==> src/common/dcl_defs.svh <==
// Timing and reset constants for the dual CAN bus logic unit.
`ifndef DCL_DEFS_SVH
`define DCL_DEFS_SVH
`define DCL_TDOM_CYCLES      20'd100000
`define DCL_SUPP_CYCLES      8'd20
`define DCL_SHORT_CYCLES     16'd1000
`define DCL_LVL_RECESSIVE    1'b1
`define DCL_LVL_DOMINANT     1'b0
`define DCL_SYNC_RESET       2'b11
`endif

==> src/common/dcl_pkg.sv <==
// Types shared by the dual CAN bus logic unit.
`default_nettype none
package dcl_pkg;
    typedef struct packed {
        logic local_tx;
        logic exp_tx;
        logic rx1;
        logic rx2;
    } dcl_sig_s;
endpackage : dcl_pkg
`default_nettype wire

==> src/verilog/dcl_logic_unit.sv <==
// Logic unit of a dual-bus CAN transceiver with repeater and feedback suppression.
`default_nettype none
`include "dcl_defs.svh"
module dcl_logic_unit #(
    parameter logic [19:0] TDOM_CYCLES  = `DCL_TDOM_CYCLES,
    parameter logic [7:0]  SUPP_CYCLES  = `DCL_SUPP_CYCLES,
    parameter logic [15:0] SHORT_CYCLES = `DCL_SHORT_CYCLES
) (
    input  wire logic clk,
    input  wire logic rst,
    input  wire logic por,
    input  wire logic local_tx_in,
    input  wire logic exp_tx_in,
    input  wire logic bus1_enable_n,
    input  wire logic bus2_enable_n,
    input  wire logic bus1_comp,
    input  wire logic bus2_comp,
    input  wire logic over_temp,
    input  wire logic low_line_battery_short_detect1,
    input  wire logic low_line_battery_short_detect2,
    output logic      bus1_drive,
    output logic      bus2_drive,
    output logic      local_rx_out,
    output logic      local_rx_oe,
    output logic      exp_rx_out,
    output logic      exp_rx_oe
);
    dcl_pkg::dcl_sig_s sync1;
    dcl_pkg::dcl_sig_s sync2;
    dcl_pkg::dcl_sig_s timed;
    logic [1:0]        en1_sync;
    logic [1:0]        en2_sync;
    logic [1:0]        ot_sync;
    logic [1:0]        sh1_sync;
    logic [1:0]        sh2_sync;
    logic              hold;
    logic              rx1_gated;
    logic              rx2_gated;
    logic              rx1_eff;
    logic              rx2_eff;
    logic              tx_any;
    logic              want1;
    logic              want2;
    logic [7:0]        supp1;
    logic [7:0]        supp2;
    logic [15:0]       sh1_cnt;
    logic [15:0]       sh2_cnt;
    logic              sh1_off;
    logic              sh2_off;
    logic              next_local_rx;
    logic              next_exp_rx;

    // Reception on a bus is blanked while we drive it and while its window runs.
    function automatic logic rx_masked(
        input logic       rx,
        input logic       drive,
        input logic [7:0] window
    );
        return rx | drive | (window != 8'h0);
    endfunction : rx_masked

    // A transmitter may work only while enabled, cool and not shorted.
    function automatic logic drive_ok(
        input logic enable_n,
        input logic hot,
        input logic shorted
    );
        return !enable_n & !hot & !shorted;
    endfunction : drive_ok

    // Relay into a bus only while that bus carries no foreign dominant of its own,
    // so that two buses going dominant together cannot lock each other on.
    function automatic logic relay_in(
        input logic other_rx,
        input logic own_rx
    );
        return (other_rx == `DCL_LVL_DOMINANT) & (own_rx != `DCL_LVL_DOMINANT);
    endfunction : relay_in

    assign hold = rst | por;

    // Inputs come from pins; synchronisers reset to recessive and disabled.
    always_ff @(posedge clk)
    begin
        if (hold)
        begin
            sync1 <= '1;
            sync2 <= '1;
        end
        else
        begin
            sync1 <= '{local_tx_in, exp_tx_in, bus1_comp, bus2_comp};
            sync2 <= sync1;
        end
    end

    always_ff @(posedge clk)
    begin
        if (hold)
        begin
            en1_sync <= `DCL_SYNC_RESET;
            en2_sync <= `DCL_SYNC_RESET;
            ot_sync  <= 2'h0;
            sh1_sync <= 2'h0;
            sh2_sync <= 2'h0;
        end
        else
        begin
            en1_sync <= {en1_sync[0], bus1_enable_n};
            en2_sync <= {en2_sync[0], bus2_enable_n};
            ot_sync  <= {ot_sync[0], over_temp};
            sh1_sync <= {sh1_sync[0], low_line_battery_short_detect1};
            sh2_sync <= {sh2_sync[0], low_line_battery_short_detect2};
        end
    end

    // Gate each comparator by its enable before the timers.
    assign rx1_gated = en1_sync[1] | sync2.rx1;
    assign rx2_gated = en2_sync[1] | sync2.rx2;

    dcl_timer #(.TDOM(TDOM_CYCLES)) u_t_ltx (
        .clk(clk), .rst(hold), .din(sync2.local_tx), .dout(timed.local_tx));
    dcl_timer #(.TDOM(TDOM_CYCLES)) u_t_etx (
        .clk(clk), .rst(hold), .din(sync2.exp_tx), .dout(timed.exp_tx));
    dcl_timer #(.TDOM(TDOM_CYCLES)) u_t_rx1 (
        .clk(clk), .rst(hold), .din(rx1_gated), .dout(timed.rx1));
    dcl_timer #(.TDOM(TDOM_CYCLES)) u_t_rx2 (
        .clk(clk), .rst(hold), .din(rx2_gated), .dout(timed.rx2));

    // Reception on a bus is masked while driven and for a delay after.
    assign rx1_eff = rx_masked(timed.rx1, bus1_drive, supp1);
    assign rx2_eff = rx_masked(timed.rx2, bus2_drive, supp2);

    always_ff @(posedge clk)
    begin
        if (hold)
            supp1 <= 8'h0;
        else if (bus1_drive)
            supp1 <= SUPP_CYCLES;
        else if (supp1 != 8'h0)
            supp1 <= supp1 - 8'h1;
    end

    always_ff @(posedge clk)
    begin
        if (hold)
            supp2 <= 8'h0;
        else if (bus2_drive)
            supp2 <= SUPP_CYCLES;
        else if (supp2 != 8'h0)
            supp2 <= supp2 - 8'h1;
    end

    // Debounce of a low-line short to battery, per bus.
    always_ff @(posedge clk)
    begin
        if (hold || !sh1_sync[1])
            sh1_cnt <= 16'h0;
        else if (sh1_cnt != SHORT_CYCLES)
            sh1_cnt <= sh1_cnt + 16'h1;
    end

    always_ff @(posedge clk)
    begin
        if (hold || !sh2_sync[1])
            sh2_cnt <= 16'h0;
        else if (sh2_cnt != SHORT_CYCLES)
            sh2_cnt <= sh2_cnt + 16'h1;
    end

    assign sh1_off = (sh1_cnt == SHORT_CYCLES);
    assign sh2_off = (sh2_cnt == SHORT_CYCLES);

    // Dominant from either transmit input or the other bus, relayed symmetrically.
    assign tx_any = (timed.local_tx == `DCL_LVL_DOMINANT)
                  | (timed.exp_tx == `DCL_LVL_DOMINANT);
    assign want1  = tx_any | relay_in(rx2_eff, rx1_eff);
    assign want2  = tx_any | relay_in(rx1_eff, rx2_eff);

    // Transmitters are active only for dominant and only when nothing forbids it.
    always_ff @(posedge clk)
    begin
        if (hold)
        begin
            bus1_drive <= 1'b0;
            bus2_drive <= 1'b0;
        end
        else
        begin
            bus1_drive <= want1
                        & drive_ok(en1_sync[1], ot_sync[1], sh1_off);
            bus2_drive <= want2
                        & drive_ok(en2_sync[1], ot_sync[1], sh2_off);
        end
    end

    // Receive outputs: bus reception reaches both, expansion input only local.
    always_comb
    begin
        next_local_rx = timed.local_tx & timed.exp_tx & rx1_eff & rx2_eff;
        next_exp_rx   = timed.local_tx & rx1_eff & rx2_eff;
    end

    always_ff @(posedge clk)
    begin
        if (hold)
        begin
            local_rx_out <= `DCL_LVL_RECESSIVE;
            exp_rx_out   <= `DCL_LVL_RECESSIVE;
            local_rx_oe  <= 1'b1;
            exp_rx_oe    <= 1'b0;
        end
        else
        begin
            local_rx_out <= next_local_rx;
            exp_rx_out   <= next_exp_rx;
            local_rx_oe  <= 1'b1;
            exp_rx_oe    <= 1'b1;
        end
    end

    // Bus state is wired-AND: drivers never force recessive.

    a_drive_enable: assert property (@(posedge clk) disable iff (hold)
        en1_sync[1] |=> !bus1_drive)
        else $error("bus1 driven while disabled");
    a_drive2_enable: assert property (@(posedge clk) disable iff (hold)
        en2_sync[1] |=> !bus2_drive)
        else $error("bus2 driven while disabled");
    a_rx1_disabled: assert property (@(posedge clk) disable iff (hold)
        en1_sync[1] |-> rx1_gated)
        else $error("bus1 receive not gated");
    a_rx2_disabled: assert property (@(posedge clk) disable iff (hold)
        en2_sync[1] |-> rx2_gated)
        else $error("bus2 receive not gated");
    a_rx1_enabled: assert property (@(posedge clk) disable iff (hold)
        !en1_sync[1] |-> (rx1_gated == sync2.rx1))
        else $error("bus1 receive altered");
    a_rx2_enabled: assert property (@(posedge clk) disable iff (hold)
        !en2_sync[1] |-> (rx2_gated == sync2.rx2))
        else $error("bus2 receive altered");

    // A timer can only turn dominant into recessive, never the reverse.
    a_ltx_timer: assert property (@(posedge clk) disable iff (hold)
        !timed.local_tx |-> !sync2.local_tx)
        else $error("local tx timer made dominant");
    a_etx_timer: assert property (@(posedge clk) disable iff (hold)
        !timed.exp_tx |-> !sync2.exp_tx)
        else $error("expansion tx timer made dominant");
    a_rx1_timer: assert property (@(posedge clk) disable iff (hold)
        !timed.rx1 |-> !rx1_gated)
        else $error("bus1 timer made dominant");
    a_rx2_timer: assert property (@(posedge clk) disable iff (hold)
        !timed.rx2 |-> !rx2_gated)
        else $error("bus2 timer made dominant");

    a_thermal_off: assert property (@(posedge clk) disable iff (hold)
        ot_sync[1] |=> !bus1_drive && !bus2_drive)
        else $error("driven in over-temperature");
    a_thermal_rx: assert property (@(posedge clk) disable iff (hold)
        (ot_sync[1] && !rx1_eff) |=> !local_rx_out)
        else $error("reception lost in over-temperature");
    a_local_rx_tx: assert property (@(posedge clk) disable iff (hold)
        !timed.local_tx |=> !local_rx_out && !exp_rx_out)
        else $error("local tx lost");
    a_exp_no_loop: assert property (@(posedge clk) disable iff (hold)
        (timed.local_tx && rx1_eff && rx2_eff) |=> exp_rx_out)
        else $error("expansion loop");
    a_exp_tx_local: assert property (@(posedge clk) disable iff (hold)
        !timed.exp_tx |=> !local_rx_out)
        else $error("expansion tx lost");
    a_bus_rx_out: assert property (@(posedge clk) disable iff (hold)
        !rx1_eff |=> !local_rx_out && !exp_rx_out)
        else $error("bus1 reception lost");

    a_tx_to_bus: assert property (@(posedge clk) disable iff (hold)
        (tx_any && !en2_sync[1] && !ot_sync[1] && !sh2_off) |=> bus2_drive)
        else $error("bus2 not driven");
    a_tx_to_bus1: assert property (@(posedge clk) disable iff (hold)
        (tx_any && !en1_sync[1] && !ot_sync[1] && !sh1_off) |=> bus1_drive)
        else $error("bus1 not driven");
    a_relay_bus2: assert property (@(posedge clk) disable iff (hold)
        relay_in(rx1_eff, rx2_eff) && !en2_sync[1] && !ot_sync[1] && !sh2_off |=> bus2_drive)
        else $error("bus1 not relayed");
    a_relay_bus1: assert property (@(posedge clk) disable iff (hold)
        relay_in(rx2_eff, rx1_eff) && !en1_sync[1] && !ot_sync[1] && !sh1_off |=> bus1_drive)
        else $error("bus2 not relayed");

    // The blanking window covers the echo of our own dominant.
    a_suppress_hold: assert property (@(posedge clk) disable iff (hold)
        $fell(bus1_drive) |-> rx1_eff)
        else $error("bus1 echo not masked");
    a_suppress_hold2: assert property (@(posedge clk) disable iff (hold)
        $fell(bus2_drive) |-> rx2_eff)
        else $error("bus2 echo not masked");
    a_mask_window: assert property (@(posedge clk) disable iff (hold)
        (supp1 != 8'h0) |-> rx1_eff)
        else $error("bus1 window not masked");
    a_passive_recv: assert property (@(posedge clk) disable iff (hold)
        !want1 |=> !bus1_drive)
        else $error("bus1 active on recessive");
    a_passive_bus2: assert property (@(posedge clk) disable iff (hold)
        !want2 |=> !bus2_drive)
        else $error("bus2 active on recessive");
    a_short_off: assert property (@(posedge clk) disable iff (hold)
        sh2_off |=> !bus2_drive)
        else $error("shorted bus2 driven");
    a_short1_off: assert property (@(posedge clk) disable iff (hold)
        sh1_off |=> !bus1_drive)
        else $error("shorted bus1 driven");

    a_oe_release: assert property (@(posedge clk) disable iff (hold)
        1'b1 |=> local_rx_oe && exp_rx_oe)
        else $error("receive outputs not enabled");
    a_por_state: assert property (@(posedge clk)
        hold |=> local_rx_out && local_rx_oe && !bus1_drive && !bus2_drive && !exp_rx_oe)
        else $error("reset state wrong");
    a_por_exp_rx: assert property (@(posedge clk)
        hold |=> exp_rx_out)
        else $error("expansion output not recessive in reset");
endmodule : dcl_logic_unit
`default_nettype wire

==> src/verilog/dcl_timer.sv <==
// Dominant time-out timer: passes its input until it stays dominant too long.
`default_nettype none
`include "dcl_defs.svh"
module dcl_timer #(
    parameter logic [19:0] TDOM = `DCL_TDOM_CYCLES
) (
    input  wire logic clk,
    input  wire logic rst,
    input  wire logic din,
    output logic      dout
);
    logic [19:0] count;

    always_ff @(posedge clk)
    begin
        if (rst || din == `DCL_LVL_RECESSIVE)
            count <= 20'h0;
        else if (count != TDOM)
            count <= count + 20'h1;
    end

    // The output is forced recessive once the dominant run reaches the limit.
    always_comb
    begin
        dout = din | (count == TDOM);
    end
endmodule : dcl_timer
`default_nettype wire
==> config.mk <==
export PLATFORM = sky130hd
export DESIGN_NAME = dcl_logic_unit
export DESIGN_NICKNAME = d
export VERILOG_FILES = /design/src/common/dcl_pkg.sv /design/src/verilog/dcl_logic_unit.sv /design/src/verilog/dcl_timer.sv
export VERILOG_INCLUDE_DIRS = /design/src /design/src/common
export SDC_FILE = /design/constraint.sdc
export NUM_CORES = 1
export LEC_CHECK = 0
export CAP_MARGIN = 30
export CELL_PAD_IN_SITES_DETAIL_PLACEMENT = 0
export CELL_PAD_IN_SITES_GLOBAL_PLACEMENT = 1
export CORE_MARGIN = 2
export CORE_UTILIZATION = 44
export CTS_BUF_LIST = sky130_fd_sc_hd__clkbuf_16
export CTS_CLUSTER_SIZE = 14
export DETAILED_ROUTE_END_ITERATION = 8
export DONT_BUFFER_PORTS = 1
export GPL_TIMING_DRIVEN = 0
export PLACE_DENSITY_LB_ADDON = 0.1
export SLEW_MARGIN = 20
export SYNTH_ARGS = -nofsm -noshare
export SYNTH_HDL_FRONTEND = slang
export SYNTH_SLANG_ARGS = --single-unit
==> constraint.sdc <==
create_clock -name clk -period 1.9 [get_ports clk]
set_input_delay 0.285 -clock clk [delete_from_list [all_inputs] [get_ports clk]]
set_output_delay 0.285 -clock clk [all_outputs]
set_load 0.01 [all_outputs]
==> summary.txt, run 1 <==
Run status
  – Status: complete, but fails checks
  – Failing checks: negative setup slack

Timing
  – WHS: 0.2849 ns
  – Setup violations, final: 1
  – Worst setup margin: -0.01013 ns
  – Slew Limit Fails: 0
  – Crit path time final: 1.910 ns
  – Worst-Margin Slew: 0.5120 ns
  – Fmax: 523.5 MHz
  – RSZ-0062 raised after global routing: true
  – Clk_skew: 0.01456 ns
  – TNS Setup: -0.01013 ns
  – Fin crit share: 100.5%
  – Slew HR: 65.87%
  – Final hold vios: 0

Synthesis
  – Most common cell in the netlist: dfxtp_1
  – Share of the synthesized area in the top cell type: 45.65%
  – Simple-gate area share of the yosys netlist: 30.16%
  – Synth top cells by count: dfxtp_1, nor2_1, xor2_1, nand2_1
  – Synth Area in Adders: 3.023%
  – Ys async rst share: 0%
  – Synth area leaders: dfxtp_1, xor2_1, nor2_1, xnor2_1, or3_1
  – XOR/XNOR Fraction of Synth Area: 12.43%
  – Complex-gate fraction of the synthesized area: 5.461%
  – Synthesized flop and latch total: 151
  – Number of flops mapped to enable cells by yosys: 0
  – Yosys cell types: 49
  – Synth Cell Area: 0.006621 mm2
  – Post-Syn Nets: 766
  – Mux share of post-synthesis cell area: 0.7559%
  – Largest family of logic cells by synthesized area: simple AND/OR/NAND/NOR gates
  – Seq/Total Area, Yosys: 45.65%
  – Syn. warnings: 0
  – Mean Syn Cell Area: 8.972 um2
  – Largest area contributor in the netlist: dfxtp_1
  – Cells after Synth: 738
  – Post-synth top flop: dfxtp_1

Setup path
  – Crit-path max FO: 5
  – CP Cell Sequence: or4b_1 -> or3_4 -> o311ai_4 -> nor3b_2 -> o211a_1
  – Crit path launch type: flip-flop
  – Slowest stage cell, crit path: or4b_1
  – Data required time at the worst endpoint: 2.26 ns
  – Top Family by Delay on Critical Path: simple AND/OR/NAND/NOR gates
  – WP data arrival: 2.27 ns
  – Crit end category: flip-flop
  – CP bufs+invs: 0
  – Critical Setup Path Class: flip-flop to flip-flop
  – Max stage delay on crit path: 0.49 ns

GRT
  – Vias in the first global route: 5005
  – Largest net degree at the start of global routing: 17
  – Initial antenna violation count: 0
  – GRT overflow: 0
  – First-pass GRT wire length: 23050 um
  – Tot GR Track Use: 17.52%

Finish
  – Filler cell count: 1350
  – Final net count: 808
  – Register Area: 0.003028 mm2
  – Area Growth Syn to Fin: 17.50%
  – Share of cells above drive strength 1: 9.584%
  – Antenna fix cells: 0
  – Area occupied by multi-input gates: 0.003555 mm2

Floorplan
  – Core Area: 0.01464 mm2
  – Die Span Y: 126.7 um
  – Boundary Pins: 18
  – Die span in x: 126.7 um
  – Starting Density: 45.22%
  – Cell row count: 44
  – Die area: 0.01605 mm2

Routing
  – Final WL: 13250 um
  – DR vias/cell: 5.293
  – Via count: 5171
  – First-iteration detailed-routing DRC count: 192
  – Routed wire length per instance: 13.56 um
  – Post-route ant nets: 0
  – Initial DRT Pass Iterations: 4
  – DRC errors left: 0

Placed design
  – Gpl congestion: 0.7672
  – IO buf count: 0
  – HPWL after DPL: 9031 um

Power and ir drop
  – Leakage: 2.565 nW
  – Pwr Density: 1008 mW/mm2
  – Worst-case vdd ir drop: 0.6869 mV

CTS
  – Htree depth: 4
  – Number of buffers created by CTS: 17
  – Clock sink total: 151
  – Root Buffer Master: clkbuf_16
  – Worst skew pair latency: 0.43 ns
  – CTS tree: done
  – Max Root-Sink Buffers: 2
  – Clock-pin slew of the registers on the worst-case setup and hold paths: 0.06 ns

Run
  – Number of max-cap violations: 0

Min path
  – Min-delay worst type: input port to flip-flop
[repair_timing]
| action | in CTS | in global routing |
|---|---|---|
| hold buffers | 12 | 0 |
| pin swaps | 5 | 6 |
| endpoints found under the setup margin | 17 | 31 |
| endpoints found under the hold margin | 11 | 0 |
| gates resized for setup | 14 | 12 |
| buffers inserted | 4 | 8 |
[metal layers]
metal  global-route usage [%]  up-vias  share of wire [%]
met5                        0        -                  0
met4                    6.787        0               0.94
met3                    4.977       10                3.3
met2                    29.16       71                 48
met1                    21.61     2440                 47
li1                         -     2650                  -
[final cells by class]
class | instances | area share (%)
tap | 184 | 2.959
inverter | 23 | 1.110
clock buffer | 17 | 5.468
multi-input combinational | 545 | 45.69
buffer | 18 | 0.9328
clock inverter | 15 | 2.171
sequential | 151 | 38.92
timing repair buffer | 24 | 2.750
[report_power, final]
| group | switching, W | total, W | internal [W] |
|---|---|---|---|
| Clock | 0.00126 | 0.00342 | 0.00215 |
| Sequential | 0.000123 | 0.00341 | 0.00328 |
| Combinational | 0.000495 | 0.00102 | 0.000527 |
[placed cells by master, fill, tap and decap left out, types with 13 or more instances in the layout]
cell,Yosys,final
clkbuf_16,0,17
o21ai_0,17,17
xnor2_1,40,40
nand3_1,40,38
inv_1,23,26
nor2_1,110,110
dfxtp_1,151,147
and3_1,16,16
and4_1,14,13
a21oi_1,27,26
clkbuf_1,17,16
ha_1,16,16
xor2_1,54,54
nand4_1,23,23
or3_1,35,33
nor3_1,21,21
nand2_1,44,44
[registers in the layout (all words and copies together), names as in the netlist, 4 cells and up]
register,flops
u_t_etx.count,20
u_t_ltx.count,20
u_t_rx1.count,20
u_t_rx2.count,20
sh1_cnt,16
sh2_cnt,16
supp1,8
supp2,8
sync1,4
sync2,4
[path summary, 6_finish.rpt]
kind | depth (start not counted) | from | slack [ns] | endpoint
worst max register to register | 5 | u_t_rx2.count[6] | -0.01 | bus2_drive
worst max-delay path | 5 | u_t_rx2.count[6] | -0.01 | bus2_drive
worst min-delay path | 2 | por | 0.28 | sync2[2]
worst min register to register | 1 | sync1[3] | 0.40 | sync2[3]
[logic make-up (layout without fill, tap and decap cells)]
logic type	Yosys count	after routing
AO/OA/AOI/OAI	62	62
XOR/XNOR	94	94
adder cells (fa/ha/maj)	16	16
buffers and inverters	42	97
flip-flops	151	151
multiplexers	5	5
other	1	1
AND/OR/NAND/NOR	367	367
[metrics by stage]
step / cells / cell area, um2 / power (W) / utilization [%] / setup WS (ns)
2_1_floorplan: 738 / 6621 / 0.004187 / - / 0.08399
5_1_grt: 977 / 7780 / 0.008204 / 53.13 / -0.1019
4_1_cts: 970 / 7670 / 0.007834 / 52.38 / -0.01067
3_3_place_gp: 922 / 6852 / 0.004304 / 46.79 / -0.1400
3_5_place_dp: 922 / 6852 / 0.004326 / 46.79 / -0.1539
6_report: 977 / 7780 / 0.007843 / 53.13 / -0.01013
Power figures use the tool's default switching activity.
==> inputs of run 2 (changes only) <==
--- a/config.mk
+++ b/config.mk
@@ -7,16 +7,14 @@
 export NUM_CORES = 1
 export LEC_CHECK = 0
 export CAP_MARGIN = 30
-export CELL_PAD_IN_SITES_DETAIL_PLACEMENT = 0
-export CELL_PAD_IN_SITES_GLOBAL_PLACEMENT = 1
 export CORE_MARGIN = 2
-export CORE_UTILIZATION = 44
+export CORE_UTILIZATION = 57
 export CTS_BUF_LIST = sky130_fd_sc_hd__clkbuf_16
 export CTS_CLUSTER_SIZE = 14
 export DETAILED_ROUTE_END_ITERATION = 8
 export DONT_BUFFER_PORTS = 1
 export GPL_TIMING_DRIVEN = 0
-export PLACE_DENSITY_LB_ADDON = 0.1
+export PLACE_DENSITY = 0.75
 export SLEW_MARGIN = 20
 export SYNTH_ARGS = -nofsm -noshare
 export SYNTH_HDL_FRONTEND = slang
==> run 2 against run 1 <==
The flow still finishes with violations (negative setup slack). Non-clock buffer count is 3 lower. Die area decreased by 22%. Sequential power about the same. Global-route usage grew 4.7 points. Wire length increased by 0.16%. Total power shrank 1.1%. Sequential cell count did not move. First-iteration DRC count increased by 36%. Via count increased by 1.5%. Worst hold slack got worse by 0.00079 ns. Largest power group is now registers. Highest routed layer unchanged.
==> summary.txt, run 2 (synthesis gave the netlist of run 1 again) <==
Setup path
  – Crit path launch type: flip-flop
  – WP data arrival: 2.28 ns (about the same)
  – CP Cell Sequence: or4b_1 -> or3_4 -> o311ai_4 -> nor3b_2 -> o211a_1
  – Slowest stage cell, crit path: or4b_1
  – Crit-path max FO: 3 (-2)
  – Critical Setup Path Class: flip-flop to flip-flop
  – R2R Setup Slk: -0.01 ns (about the same)
  – Crit end category: flip-flop
  – Data required time at the worst endpoint: 2.27 ns (about the same)
  – Max stage delay on crit path: 0.51 ns (+0.02 ns)

Routing
  – Routed wire length per instance: 14.23 um (+4.9%)
  – Final WL: 13270 um (+0.16%)
  – DR vias/cell: 5.626 (+6.3%)
  – Initial DRT Pass Iterations: 7 (+3)
  – DRC errors left: 0 (unchanged)
  – Via count: 5249 (+1.5%)
  – First-iteration detailed-routing DRC count: 261 (+36%)
  – Post-route ant nets: 0 (unchanged)

Finish
  – Share of cells above drive strength 1: 9.367% (-0.22 points)
  – Commonest non-fill, non-tap cell in the layout: dfxtp_1
  – Area Growth Syn to Fin: 16.12%
  – Commonest cells after routing, fill and taps aside: dfxtp_1, nor2_1, xor2_1
  – Final net count: 805 (-0.37%)
  – Filler cell count: 866 (-36%)
  – Antenna fix cells: 0 (unchanged)

Floorplan
  – Die area: 0.01249 mm2 (-22%)
  – Boundary Pins: 18 (unchanged)
  – Cell row count: 39 (-11%)
  – Die Span Y: 111.8 um (-12%)
  – Starting Density: 58.24% (+13 points)
  – Die span in x: 111.8 um (-12%)
  – Core Area: 0.01137 mm2 (-22%)

Placed design
  – Placement Setup Slack: -0.1888 ns (-0.03494 ns)
  – Gpl congestion: 0.8277 (+7.9%)
  – HPWL after DPL: 8863 um (-1.9%)
  – IO buf count: 0 (unchanged)

Power and ir drop
  – Pwr Density: 1009 mW/mm2 (about the same)
  – Leakage: 2.523 nW (-1.6%)
  – Worst-case vdd ir drop: 0.8068 mV (+17%)

CTS
  – CTS tree: done
  – Max Root-Sink Buffers: 2 (unchanged)
  – Clock sink total: 151 (unchanged)
  – Number of buffers created by CTS: 17 (unchanged)
  – Clock-pin slew of the registers on the worst-case setup and hold paths: 0.06 ns (about the same)
  – Root Buffer Master: clkbuf_16
  – Worst skew pair latency: 0.42 ns (about the same)
  – Htree depth: 4 (unchanged)

Timing
  – Worst setup margin: -0.01075 ns (-0.0006166 ns)
  – TNS Setup: -0.01075 ns (-0.0006166 ns)
  – Setup violations, final: 1 (unchanged)
  – Crit path time final: 1.911 ns (+0.0006166 ns)
  – Fin crit share: 100.6% (about the same)
  – Final hold vios: 0 (unchanged)
  – Clk_skew: 0.009461 ns (-0.005097 ns)
  – Slew Limit Fails: 0 (unchanged)
  – Fmax: 523.4 MHz (about the same)
  – RSZ-0062 raised after global routing: true

GRT
  – Tot GR Track Use: 22.23% (+4.7 points)
  – Vias in the first global route: 5206 (+4.0%)
  – Initial antenna violation count: 0 (unchanged)
  – First-pass GRT wire length: 23050 um (about the same)
  – Largest net degree at the start of global routing: 17 (unchanged)
  – GRT overflow: 0 (unchanged)

Min path
  – Min-delay worst type: input port to flip-flop

Run
  – Number of max-cap violations: 0 (unchanged)

Run status
  – Status: complete, but fails checks
  – Failing checks: negative setup slack
-- run 2: changes by cell type in the layout (fill, tap and decap cells not counted), moves of 2 or more --
cell / previous run / this run
clkinvlp_4: 1 / 4
clkinv_4: 0 / 2
inv_1: 26 / 24
buf_4: 12 / 9
-- run 2: path summary, 6_finish.rpt --
path                    startpoint    endpoint  cells past startpoint
setup / recovery  u_t_rx2.count[4]  bus2_drive                      5
hold / removal                 por    sync2[2]                      2
setup reg to reg  u_t_rx2.count[4]  bus2_drive                      5
hold reg to reg           sync1[2]    sync2[2]                      1
-- run 2: metal layers --
metal	GRT usage [%]	vias to the layer above	part of all wire (%)
met4	8.642	0	2.0
met1	26.60	2488	45
li1	-	2645	-
met2	38.26	88	50
met5	0	-	0
met3	5.825	28	3.4
-- run 2: per-stage QoR --
stage,area (um2),hold slack [ns],cells,total power [W],util [%]
finish,7689,0.2841,933,0.007758,67.62
global placement,6800,0.3846,881,0.004289,59.81
global route,7689,0.3222,933,0.008079,67.62
detailed placement,6800,0.3866,881,0.004331,59.81
floorplan,6621,0.3838,738,0.004187,-
CTS,7616,0.2850,931,0.007778,66.99
-- run 2: critical path: cells and delay by family, from the launching register on --
family / cells / cell delay [ns]
AND/OR/NAND/NOR: 3 / 1.10
AO/OA/AOI/OAI: 2 / 0.43
flip-flops: 1 / 0.32
-- run 2: power by group --
group          switching [W]  leakage, nW  internal (W)
Combinational       0.000536         1.02      0.000482
Clock                0.00129        0.279       0.00204
Sequential          0.000128         1.22       0.00328
Total                0.00195         2.52       0.00581
-- run 2: layout make-up --
type,instances,area [um2],share of cell area [%]
Clock buffer,17,425.4,5.533
Buffer,18,72.57,0.9439
Multi-Input combinational cell,545,3545,46.10
Inverter,23,86.33,1.123
Sequential cell,151,3027,39.37
Tap cell,143,178.9,2.327
Clock inverter,15,162.7,2.116
Timing Repair Buffer,21,191.4,2.490
-- run 2: repair_timing --
action / 4_1_cts / 5_1_grt
pin swaps: 7 / 5
setup buffers: 6 / 3
setup endpoints to repair: 12 / 21
endpoints found under the hold margin: 11 / 0
cloned: 0 / 0
gates resized for setup: 12 / 11
hold buffers: 12 / 0
